==> config.mk <==
export PLATFORM = sky130hd
export DESIGN_NAME = lockstep_ecc_protection
export DESIGN_NICKNAME = d
export VERILOG_FILES = /design/src/lockstep_ecc_protection.v
export VERILOG_INCLUDE_DIRS = /design/src
export SDC_FILE = /design/constraint.sdc
export NUM_CORES = 1
export LEC_CHECK = 0
export BUFFER_PORTS_ARGS = -buffer_cell sky130_fd_sc_hd__buf_2
export CAP_MARGIN = 20
export CORE_ASPECT_RATIO = 1.5
export CORE_MARGIN = 8
export CORE_UTILIZATION = 25
export CTS_BUF_LIST = sky130_fd_sc_hd__clkbuf_2
export DETAILED_ROUTE_END_ITERATION = 12
export PLACE_DENSITY = 0.5
export SYNTH_ARGS = -nofsm -noshare
export SYNTH_HDL_FRONTEND = slang
export SYNTH_SLANG_ARGS = --single-unit
==> constraint.sdc <==
create_clock -name clk -period 8.7 [get_ports clk]
set_input_delay 1.305 -clock clk [delete_from_list [all_inputs] [get_ports clk]]
set_output_delay 1.305 -clock clk [all_outputs]
set_load 0.02 [all_outputs]
==> src/lockstep_ecc_defs.vh <==
// Constants for the lock-step and ECC protection block
`ifndef LOCKSTEP_ECC_DEFS_VH
`define LOCKSTEP_ECC_DEFS_VH

// RAM word widths, data part and check part
`define DTAG_DATA_W 26
`define DTAG_CHK_W 7
`define DDATA_DATA_W 32
`define DDATA_CHK_W 7
`define ITAG_DATA_W 22
`define ITAG_CHK_W 7
`define IDATA_DATA_W 64
`define IDATA_CHK_W 8

// Hamming part of the 32-bit code and its overall parity bit position
`define HAM_W 6
`define HAM_LAST_POS 38
`define PAR_POS 38

// Redundant core lag in clock cycles
`define CORE_LAG 2
// Joint reset pulse length in clock cycles
`define JOINT_RST_CYCLES 4

`endif

==> src/lockstep_ecc_protection.v <==
// Lock-step comparator and ECC read-modify-write for the data cache RAM
`timescale 1ns/1ps
`include "lockstep_ecc_defs.vh"

module lockstep_ecc_protection #(
	parameter ADDR_W = 3,
	parameter IN_W = 32,
	parameter OUT_W = 32,
	parameter LAG = `CORE_LAG,
	parameter RST_CYCLES = `JOINT_RST_CYCLES
) (
	input wire clk,
	input wire rst,
	input wire st_req,
	input wire [ADDR_W-1:0] st_addr,
	input wire [`DDATA_DATA_W-1:0] st_wdata,
	input wire [3:0] st_be,
	output wire st_ready,
	input wire ld_req,
	input wire [ADDR_W-1:0] ld_addr,
	output wire ld_ready,
	output reg ld_valid,
	output reg [`DDATA_DATA_W-1:0] ld_data,
	output reg ld_single_err,
	output reg ld_double_err,
	output reg rmw_double_err,
	output reg ram_en,
	output reg ram_we,
	output reg [ADDR_W-1:0] ram_addr,
	output reg [`DDATA_DATA_W+`DDATA_CHK_W-1:0] ram_wdata,
	input wire [`DDATA_DATA_W+`DDATA_CHK_W-1:0] ram_rdata,
	input wire [IN_W-1:0] pin_in,
	output wire [IN_W-1:0] red_in,
	input wire [OUT_W-1:0] pri_out,
	input wire [OUT_W-1:0] red_out,
	output reg mismatch,
	output reg core_rst
);
	localparam WORD_W = `DDATA_DATA_W + `DDATA_CHK_W;
	localparam ST_IDLE = 5'h01;
	localparam ST_LD_A = 5'h02;
	localparam ST_LD_D = 5'h04;
	localparam ST_RMW_A = 5'h08;
	localparam ST_RMW_D = 5'h10;

	// Hamming bits over positions 1..38 plus overall parity in bit 6
	function [`DDATA_CHK_W-1:0] ecc_gen;
		input [`DDATA_DATA_W-1:0] d;
		integer pos;
		integer j;
		integer k;
		reg [`HAM_W-1:0] h;
		begin
			h = {`HAM_W{1'b0}};
			j = 0;
			for (pos = 1; pos <= `HAM_LAST_POS; pos = pos + 1) begin
				if ((pos & (pos - 1)) != 0) begin
					for (k = 0; k < `HAM_W; k = k + 1) begin
						if (pos[k])
							h[k] = h[k] ^ d[j];
					end
					j = j + 1;
				end
			end
			ecc_gen = {(^d) ^ (^h), h};
		end
	endfunction

	// Returns {double, single, corrected data}
	function [`DDATA_DATA_W+1:0] ecc_fix;
		input [WORD_W-1:0] w;
		integer pos;
		integer j;
		reg [`DDATA_DATA_W-1:0] d;
		reg [`HAM_W-1:0] syn;
		reg par_bad;
		reg [`DDATA_CHK_W-1:0] gen;
		begin
			d = w[`DDATA_DATA_W-1:0];
			gen = ecc_gen(d);
			syn = w[WORD_W-2:`DDATA_DATA_W] ^ gen[`HAM_W-1:0];
			par_bad = ^w;
			j = 0;
			for (pos = 1; pos <= `HAM_LAST_POS; pos = pos + 1) begin
				if ((pos & (pos - 1)) != 0) begin
					if (par_bad && syn == pos[`HAM_W-1:0])
						d[j] = ~d[j];
					j = j + 1;
				end
			end
			ecc_fix = {(syn != {`HAM_W{1'b0}}) & ~par_bad, par_bad, d};
		end
	endfunction

	reg [4:0] state_r;
	reg [ADDR_W-1:0] hold_addr_r;
	reg [`DDATA_DATA_W-1:0] hold_data_r;
	reg [3:0] hold_be_r;
	wire [`DDATA_DATA_W+1:0] fix;
	wire [`DDATA_DATA_W-1:0] merged;
	wire full_word;

	assign fix = ecc_fix(ram_rdata);
	assign full_word = (st_be == 4'hf);
	assign st_ready = state_r[0];
	assign ld_ready = state_r[0] & ~st_req;

	genvar b;
	generate
		for (b = 0; b < 4; b = b + 1) begin : g_merge
			assign merged[8*b+7:8*b] = hold_be_r[b] ?
				hold_data_r[8*b+7:8*b] : fix[8*b+7:8*b];
		end
	endgenerate

	always @(posedge clk or posedge rst) begin
		if (rst) begin
			state_r <= ST_IDLE;
			hold_addr_r <= {ADDR_W{1'b0}};
			hold_data_r <= {`DDATA_DATA_W{1'b0}};
			hold_be_r <= 4'h0;
			ram_en <= 1'b0;
			ram_we <= 1'b0;
			ram_addr <= {ADDR_W{1'b0}};
			ram_wdata <= {WORD_W{1'b0}};
			ld_valid <= 1'b0;
			ld_data <= {`DDATA_DATA_W{1'b0}};
			ld_single_err <= 1'b0;
			ld_double_err <= 1'b0;
			rmw_double_err <= 1'b0;
		end else begin
			ram_en <= 1'b0;
			ram_we <= 1'b0;
			ld_valid <= 1'b0;
			rmw_double_err <= 1'b0;
			case (state_r)
			ST_IDLE: begin
				if (st_req && full_word) begin
					ram_en <= 1'b1;
					ram_we <= 1'b1;
					ram_addr <= st_addr;
					ram_wdata <= {ecc_gen(st_wdata), st_wdata};
				end else if (st_req) begin
					ram_en <= 1'b1;
					ram_addr <= st_addr;
					hold_addr_r <= st_addr;
					hold_data_r <= st_wdata;
					hold_be_r <= st_be;
					state_r <= ST_RMW_A;
				end else if (ld_req) begin
					ram_en <= 1'b1;
					ram_addr <= ld_addr;
					state_r <= ST_LD_A;
				end
			end
			ST_LD_A: state_r <= ST_LD_D;
			ST_LD_D: begin
				ld_valid <= 1'b1;
				ld_data <= fix[`DDATA_DATA_W-1:0];
				ld_single_err <= fix[`DDATA_DATA_W];
				ld_double_err <= fix[`DDATA_DATA_W+1];
				state_r <= ST_IDLE;
			end
			ST_RMW_A: state_r <= ST_RMW_D;
			ST_RMW_D: begin
				// Uncorrectable old word is not merged or written back
				if (fix[`DDATA_DATA_W+1]) begin
					rmw_double_err <= 1'b1;
				end else begin
					ram_en <= 1'b1;
					ram_we <= 1'b1;
					ram_addr <= hold_addr_r;
					ram_wdata <= {ecc_gen(merged), merged};
				end
				state_r <= ST_IDLE;
			end
			default: state_r <= ST_IDLE;
			endcase
		end
	end

	// Lag lines: shared pins to redundant core, primary outputs to compare
	genvar s;
	generate
		for (s = 0; s < LAG; s = s + 1) begin : g_lag
			reg [IN_W-1:0] in_r;
			reg [OUT_W-1:0] out_r;
			wire [IN_W-1:0] in_src;
			wire [OUT_W-1:0] out_src;
			if (s == 0) begin : g_head
				assign in_src = pin_in;
				assign out_src = pri_out;
			end else begin : g_tail
				assign in_src = g_lag[s-1].in_r;
				assign out_src = g_lag[s-1].out_r;
			end
			always @(posedge clk or posedge rst) begin
				if (rst) begin
					in_r <= {IN_W{1'b0}};
					out_r <= {OUT_W{1'b0}};
				end else begin
					in_r <= in_src;
					out_r <= out_src;
				end
			end
		end
	endgenerate
	wire [OUT_W-1:0] pri_late;
	assign red_in = g_lag[LAG-1].in_r;
	assign pri_late = g_lag[LAG-1].out_r;

	reg [7:0] warm_r;
	reg [7:0] rst_cnt_r;
	wire cmp_en;
	wire differ;
	assign cmp_en = (warm_r == LAG[7:0]) & ~core_rst;
	assign differ = cmp_en & (pri_late != red_out);

	always @(posedge clk or posedge rst) begin
		if (rst) begin
			warm_r <= 8'h00;
			rst_cnt_r <= 8'h00;
			mismatch <= 1'b0;
			core_rst <= 1'b0;
		end else begin
			if (core_rst)
				warm_r <= 8'h00;
			else if (warm_r != LAG[7:0])
				warm_r <= warm_r + 8'h01;
			if (differ) begin
				mismatch <= 1'b1;
				core_rst <= 1'b1;
				rst_cnt_r <= RST_CYCLES[7:0] - 8'h01;
			end else if (core_rst) begin
				if (rst_cnt_r == 8'h00) begin
					core_rst <= 1'b0;
					mismatch <= 1'b0;
				end else begin
					rst_cnt_r <= rst_cnt_r - 8'h01;
				end
			end
		end
	end
endmodule // lockstep_ecc_protection

## Yosys cells after proc, flatten, opt, wreduce, memory -nomap -nowiden

Index checks and enable logic that the tools add are counted.

| storage, ports and cells | value |
|---|---|
| register bits | 270 |
| bits of input ports | 181 |
| output and inout bits | 116 |
| word-level logic and storage cells | 1,140 |

| cells by class | value |
|---|---|
| add/sub/neg operators | 62 |
| magnitude comparators | 62 |
| eq/ne operators | 47 |
| muxes and demuxes | 603 |
| bitwise gates (word level) | 295 |
| reductions and logical operators | 50 |

Operator list:

| operator | count |
|---|---|
| two-way mux 32 bit | 125 |
| < comparator 32 x 7 -> 1 bit, second input constant | 62 |
| adder 32 x 2 -> 32 bit, second input constant | 60 |
| binary-select mux 1 bit (select 5 bit) | 62 |
| two-way mux 1 bit | 275 |
| XOR 1 bit | 254 |
| two-way mux 2 bit | 57 |
| == test 6 x 5 -> 1 bit, second input constant | 15 |
| two-way mux 8 bit | 10 |
| two-way mux 39 bit | 2 |
| case mux 39 bit (2 select lines) | 1 |
| two-way mux 3 bit | 25 |
| parity 32 bit | 2 |
| == test 6 x 4 -> 1 bit, second input constant | 7 |
| two-way mux 5 bit | 8 |
| parity 39 bit | 1 |
| == test 6 bit, second input constant | 6 |
| two-way mux 4 bit | 9 |
| inverter 1 bit | 36 |
| logical AND 1 bit | 33 |
| != test 32 bit | 1 |
| two-way mux 31 bit | 1 |
| two-way mux 30 bit | 1 |
| two-way mux 29 bit | 1 |
| 48 further kinds | 65 |

## Logic depth before layout (Yosys ltp)

| depth | value |
|---|---|
| depth after elaboration | 122 |
| mapped depth | 18 |
| mapped depth without buffers | 14 |

## Least setup slack after synthesis

No wires, ideal clock.

| path | value |
|---|---|
| path kind | input to register |
| from | input ram_rdata[4] |
| to | register ram_wdata[38] |
| library setup time | 0.132 ns |
| arrival time | 5.811 ns |
| data required time | 8.568 ns |
| setup slack | 2.757 ns |
| stages | 15 |
| path buffers | 1 |
| cells stage by stage | xnor3_1 xnor3_1 xnor3_1 or4_4 o211a_1 buf_6 or4_4 a31oi_4 xnor3_1 xor3_1 xor2_1 xnor2_1 xnor3_1 nor2_1 o22ai_1 |

| between the ends | value |
|---|---|
| cells in the longest elaborated chain, start to end | 111 |
| elaborated cells between the ends (all ways) | 431 |
| those cells by class | eq/ne (33); mux (243); bitwise (118); reduce/logical (37) |

RTL lines:

| item | RTL line | text |
|---|---|---|
| start: declaration | lockstep_ecc_protection.v:31 | `` input wire [`DDATA_DATA_W+`DDATA_CHK_W-1:0] ram_rdata, `` |
| XOR 1 bit (15 in a row) | lockstep_ecc_protection.v:60 | `h[k] = h[k] ^ d[j];` |
| XOR 6 bit | lockstep_ecc_protection.v:81 | `` syn = w[WORD_W-2:`DDATA_DATA_W] ^ gen[`HAM_W-1:0]; `` |
| == test 6 x 2 -> 1 bit | lockstep_ecc_protection.v:86 | `` if (par_bad && syn == pos[`HAM_W-1:0]) `` |
| logical AND 1 bit | lockstep_ecc_protection.v:86 |  |
| two-way mux 1 bit | lockstep_ecc_protection.v:86 |  |
| two-way mux 2 bit | lockstep_ecc_protection.v:86 |  |
| two-way mux 3 bit | lockstep_ecc_protection.v:86 |  |
| two-way mux 4 bit | lockstep_ecc_protection.v:86 |  |
| [... 81 more ...] | n/a |  |
| two-way mux 1 bit | lockstep_ecc_protection.v:136 | `case (state_r)` |
| XOR 1 bit | lockstep_ecc_protection.v:60 |  |
| two-way mux 2 bit | lockstep_ecc_protection.v:167 | `` if (fix[`DDATA_DATA_W+1]) begin `` |
| two-way mux 2 bit | lockstep_ecc_protection.v:136 |  |
| parity 6 bit | lockstep_ecc_protection.v:65 | `ecc_gen = {(^d) ^ (^h), h};` |
| XOR 1 bit | lockstep_ecc_protection.v:65 |  |
| two-way mux 39 bit | lockstep_ecc_protection.v:167 |  |
| case mux 39 bit (2 select lines) | lockstep_ecc_protection.v:136 |  |
| end signal: assignment | lockstep_ecc_protection.v:125 | `ram_wdata <= {WORD_W{1'b0}};` |
| end signal: assignment | lockstep_ecc_protection.v:142 | `ram_wdata <= {ecc_gen(st_wdata), st_wdata};` |
| end signal: assignment | lockstep_ecc_protection.v:173 | `ram_wdata <= {ecc_gen(merged), merged};` |
| end: declaration | lockstep_ecc_protection.v:30 | `` output reg [`DDATA_DATA_W+`DDATA_CHK_W-1:0] ram_wdata, `` |

Parallel ways exist; a longest one is shown, timed or not. The select of a mux whose other input is x is not followed.
A chain may end at the register's enable or synchronous reset.

## Final worst setup path

Same ends and word-level chain as after synthesis.

==> results.py <==
metrics = {
    "yosys": {
        "yosysSeqAreaShare": 0.5308,
        "syn_area_per_cell_um2": 10.95,
        "syn_inst": 1163,
        "synth-seq-cells": 270,
        "netlist_area_um2": 12730,
        "syn_nets": 1348,
        "yosys_warnings": 0,
        "most_numerous_cell_in_the_yosys_netlist": "sky130_fd_sc_hd__dfrtp_1",
        "synth_commonest_cells": "269 x sky130_fd_sc_hd__dfrtp_1, 190 x sky130_fd_sc_hd__nand2_1, 159 x sky130_fd_sc_hd__xnor2_1",
        "synth_area_leader_cell": "sky130_fd_sc_hd__dfrtp_1",
        "synth_cell_type_count": 60,
        "synthArstFlopShare": 1.000,
        "synth-main-ff-cell": "sky130_fd_sc_hd__dfrtp_1",
        "synth.area.top_cells": "sky130_fd_sc_hd__dfrtp_1 53%, sky130_fd_sc_hd__xnor2_1 11%, sky130_fd_sc_hd__nand2_1 5.6%",
        "synth-edff-count": 0,
        "share_of_the_synthesized_area_in_the_top_cell_type": 0.5287,
    },
    "sta": {
        "final_hold_violation_count": 0,
        "rsz0062_at_grt": "no",
        "min_period_over_period": 0.6605,
        "timing.final.max_slew_violations": 0,
        "setup_viol": 0,
        "fin_setup_tns_ps": 0,
        "period_needed_ps": 5746,
        "worst_pin_slew_ps": 1150,
        "fmax_ghz": 0.1740,
        "postLayoutSetupSlackWorst_ps": 2954,
        "worst_clock_skew_ps": 95.92,
        "slew_headroom": 0.2284,
    },
    "power_and_ir_drop": {
        "p_leak_nw": 7.342,
        "power_frac_seq": 0.282,
        "logic_gate_share_of_total_power": 0.564,
        "net_switching_component_of_the_power_mw": 2.662,
        "pwr_total_mw": 6.225,
        "clock_power_share": 0.154,
        "sw_frac_of_total": 0.4275,
        "cellInternalPower_mw": 3.564,
        "max-vdd-ir-drop_uv": 619.7,
        "power.density_nw_per_um2": 396.7,
    },
    "floorplan": {
        "die_x_um": 200.3,
        "floorplan.rows": 101,
        "boundaryPins": 297,
        "die_h_um": 292.4,
        "initial_core_utilization": 0.2525,
        "coreArea_um2": 50420,
        "dieArea_um2": 58560,
    },
    "placed_design": {
        "place_worst_setup_slack_ps": 1912,
        "dp.final_hpwl_um": 34270,
        "port-buffer-count": 296,
        "place_congestion": 0.8705,
        "dpl.cell_count": 2090,
    },
    "global_routing": {
        "grt_pass1_wl_um": 66270,
        "pin_count_of_the_biggest_net_entering_global_routing": 118,
        "via_count_of_the_first_global_routing_pass": 10410,
        "number_of_antenna_violations_at_the_first_check_in_global_routing": 9,
        "global_route.overflow_total": 0,
        "globalRouteTotalUtil": 0.1501,
    },
    "detailed_routing": {
        "post_drt_via_cell_ratio": 4.435,
        "ant_nets": 0,
        "detail_route.wl_per_cell_um": 20.01,
        "drt_pre_antenna_iters": 4,
        "drt_first_iter_violations": 383,
        "routed_wirelength_um": 44480,
        "detailroute.via_count": 9858,
        "drc_errors": 0,
    },
    "finish": {
        "fin_cells": 2223,
        "post_route_cells_drive_above_1_share": 0.2907,
        "syn_to_final_growth_pct": 23.25,
        "share_of_the_core_filled_with_cells": 0.3112,
        "post_layout_nets": 1682,
        "nFillCells": 5280,
    },
    "hold_path": {
        "hold_path.class": "flip-flop to flip-flop",
        "worst_hold_startpoint": "g_lag[0].in_r[20]$_DFF_PP0_",
    },
    "clock_network": {
        "cts.clk_slew.worst_paths_ps": 120,
        "cts_buffers": 73,
        "cts.root.buffer_cell": "sky130_fd_sc_hd__clkbuf_2",
        "sinks_on_the_clock_net": 270,
        "clock_path_buffers": 3,
        "post-cts-setup-buffer-count": 0,
        "hold_buffers": 0,
        "tritoncts": "done",
        "htreeDepth": 3,
        "insertion_delay_ps": 1070,
        "cts_repair_resize_count": 0,
    },
    "worst_setup_path": {
        "crit_path_end_kind": "flip-flop",
        "critical_path.startpoint": "ram_rdata[4]",
        "r2r_start": "hold_be_r[1]$_DFFE_PP0P_",
        "critical_path.max_fanout": 27,
        "crit_type": "input pin to flip-flop",
        "crit_path_start_kind": "input pin",
        "cp.required_ps": 9640,
        "worst-endpoint-arrival_ps": 6680,
    },
    "job": {
        "drv.max_cap_violation_count": 0,
    },
    "outcome": {
        "status": "finished, final reports clean",
    },
}
critical path: stages:
cell	delay (ps)
sky130_fd_sc_hd__buf_2	120
sky130_fd_sc_hd__xnor3_1	470
sky130_fd_sc_hd__xnor3_1	420
sky130_fd_sc_hd__xnor3_1	480
sky130_fd_sc_hd__or4_4	560
sky130_fd_sc_hd__o211a_1	460
sky130_fd_sc_hd__or4_4	640
sky130_fd_sc_hd__a31oi_4	230
sky130_fd_sc_hd__xnor3_1	460
sky130_fd_sc_hd__xor3_1	440
sky130_fd_sc_hd__xor2_1	190
sky130_fd_sc_hd__xnor2_1	260
sky130_fd_sc_hd__xnor3_1	450
sky130_fd_sc_hd__nor2_1	100
sky130_fd_sc_hd__o22ai_1	90
cell families after synthesis:
family / Yosys count / share of synthesized area
adder cells (fa/ha/maj): 4 / 0.003931
buffers and inverters: 67 / 0.02103
flip-flops: 270 / 0.5308
AND/OR/NAND/NOR: 393 / 0.1387
multiplexers: 27 / 0.02250
XOR/XNOR: 236 / 0.1986
AO/OA/AOI/OAI: 166 / 0.08451
power by group through the flow:
stage / registers, mW / clock network (mW) / logic [mW]
after floorplan: 1.95 / 0 / 2.43
after global placement: 1.77 / 0 / 3.50
after detailed placement: 1.78 / 0 / 3.51
after CTS: 1.76 / 1.03 / 3.54
after global routing: 1.79 / 1.09 / 3.78
final: 1.75 / 0.959 / 3.51
state kept, by name (all words and copies together) (netlist names), 3 cells and up:
signal	count
ram_addr	3
hold_be_r	4
state_r	5
g_lag.out_r	64
rst_cnt_r	8
red_in	32
hold_data_r	32
ram_wdata	39
hold_addr_r	3
g_lag.in_r	32
ld_data	32
warm_r	8
layout make-up:
class                   instances  area, um2  area share
diodes                          6      15.01   0.0009568
clock buffers                  92      460.4     0.02934
clock inverters                34      236.5     0.01507
inverters                      16      63.81    0.004066
multi-input cells             826       5723      0.3647
flip-flops and latches        270       6758      0.4306
well taps                     669      837.1     0.05334
repair buffers                310       1599      0.1019
routing by layer:
layer,vias up,global-route usage,wire length (um)
met3,94,0.05075,3438
met4,6,0.08112,1883
met1,4715,0.1705,17740
li1,4652,-,-
met5,-,0,34
met2,391,0.2471,21380
layout by cell type, fill, tap and decap left out, types with 12 or more instances in the layout:
master and instances:
sky130_fd_sc_hd__clkbuf_2 92, sky130_fd_sc_hd__o21ai_0 41, sky130_fd_sc_hd__mux2i_1 14, sky130_fd_sc_hd__nor3_1 14
sky130_fd_sc_hd__nand2_1 190, sky130_fd_sc_hd__clkinv_1 22, sky130_fd_sc_hd__o31a_1 16, sky130_fd_sc_hd__buf_2 296
sky130_fd_sc_hd__a21oi_1 47, sky130_fd_sc_hd__xor2_1 44, sky130_fd_sc_hd__nor2_1 92, sky130_fd_sc_hd__mux2_2 13
sky130_fd_sc_hd__buf_4 12, sky130_fd_sc_hd__dfrtp_1 269, sky130_fd_sc_hd__o31ai_1 12, sky130_fd_sc_hd__nand2b_1 16
sky130_fd_sc_hd__xnor3_1 27, sky130_fd_sc_hd__xnor2_1 159, sky130_fd_sc_hd__a31oi_1 16, sky130_fd_sc_hd__nor4_1 19
path summary, 6_finish.rpt:
path / cells after the start / to / slack (ps)
setup / recovery: 15 / ram_wdata[38]$_DFFE_PP0P_ / 2950
hold / removal: 0 / red_in[20]$_DFF_PP0_ / 270
setup reg to reg: 10 / ram_wdata[38]$_DFFE_PP0P_ / 5080
hold reg to reg: 0 / red_in[20]$_DFF_PP0_ / 270
max in group asynchronous: 4 / red_in[8]$_DFF_PP0_ / 6190
min in group asynchronous: 2 / ld_valid$_DFF_PP0_ / 450
per-stage QoR:
stage	cell area [um2]	hold slack, ps
2_1_floorplan	12740	331.2
3_3_place_gp	14970	331.4
3_5_place_dp	14970	335.5
4_1_cts	15670	109.9
5_1_grt	15680	150.5
6_report	15690	273.7
Note: power is estimated with default switching activity, not from simulation.
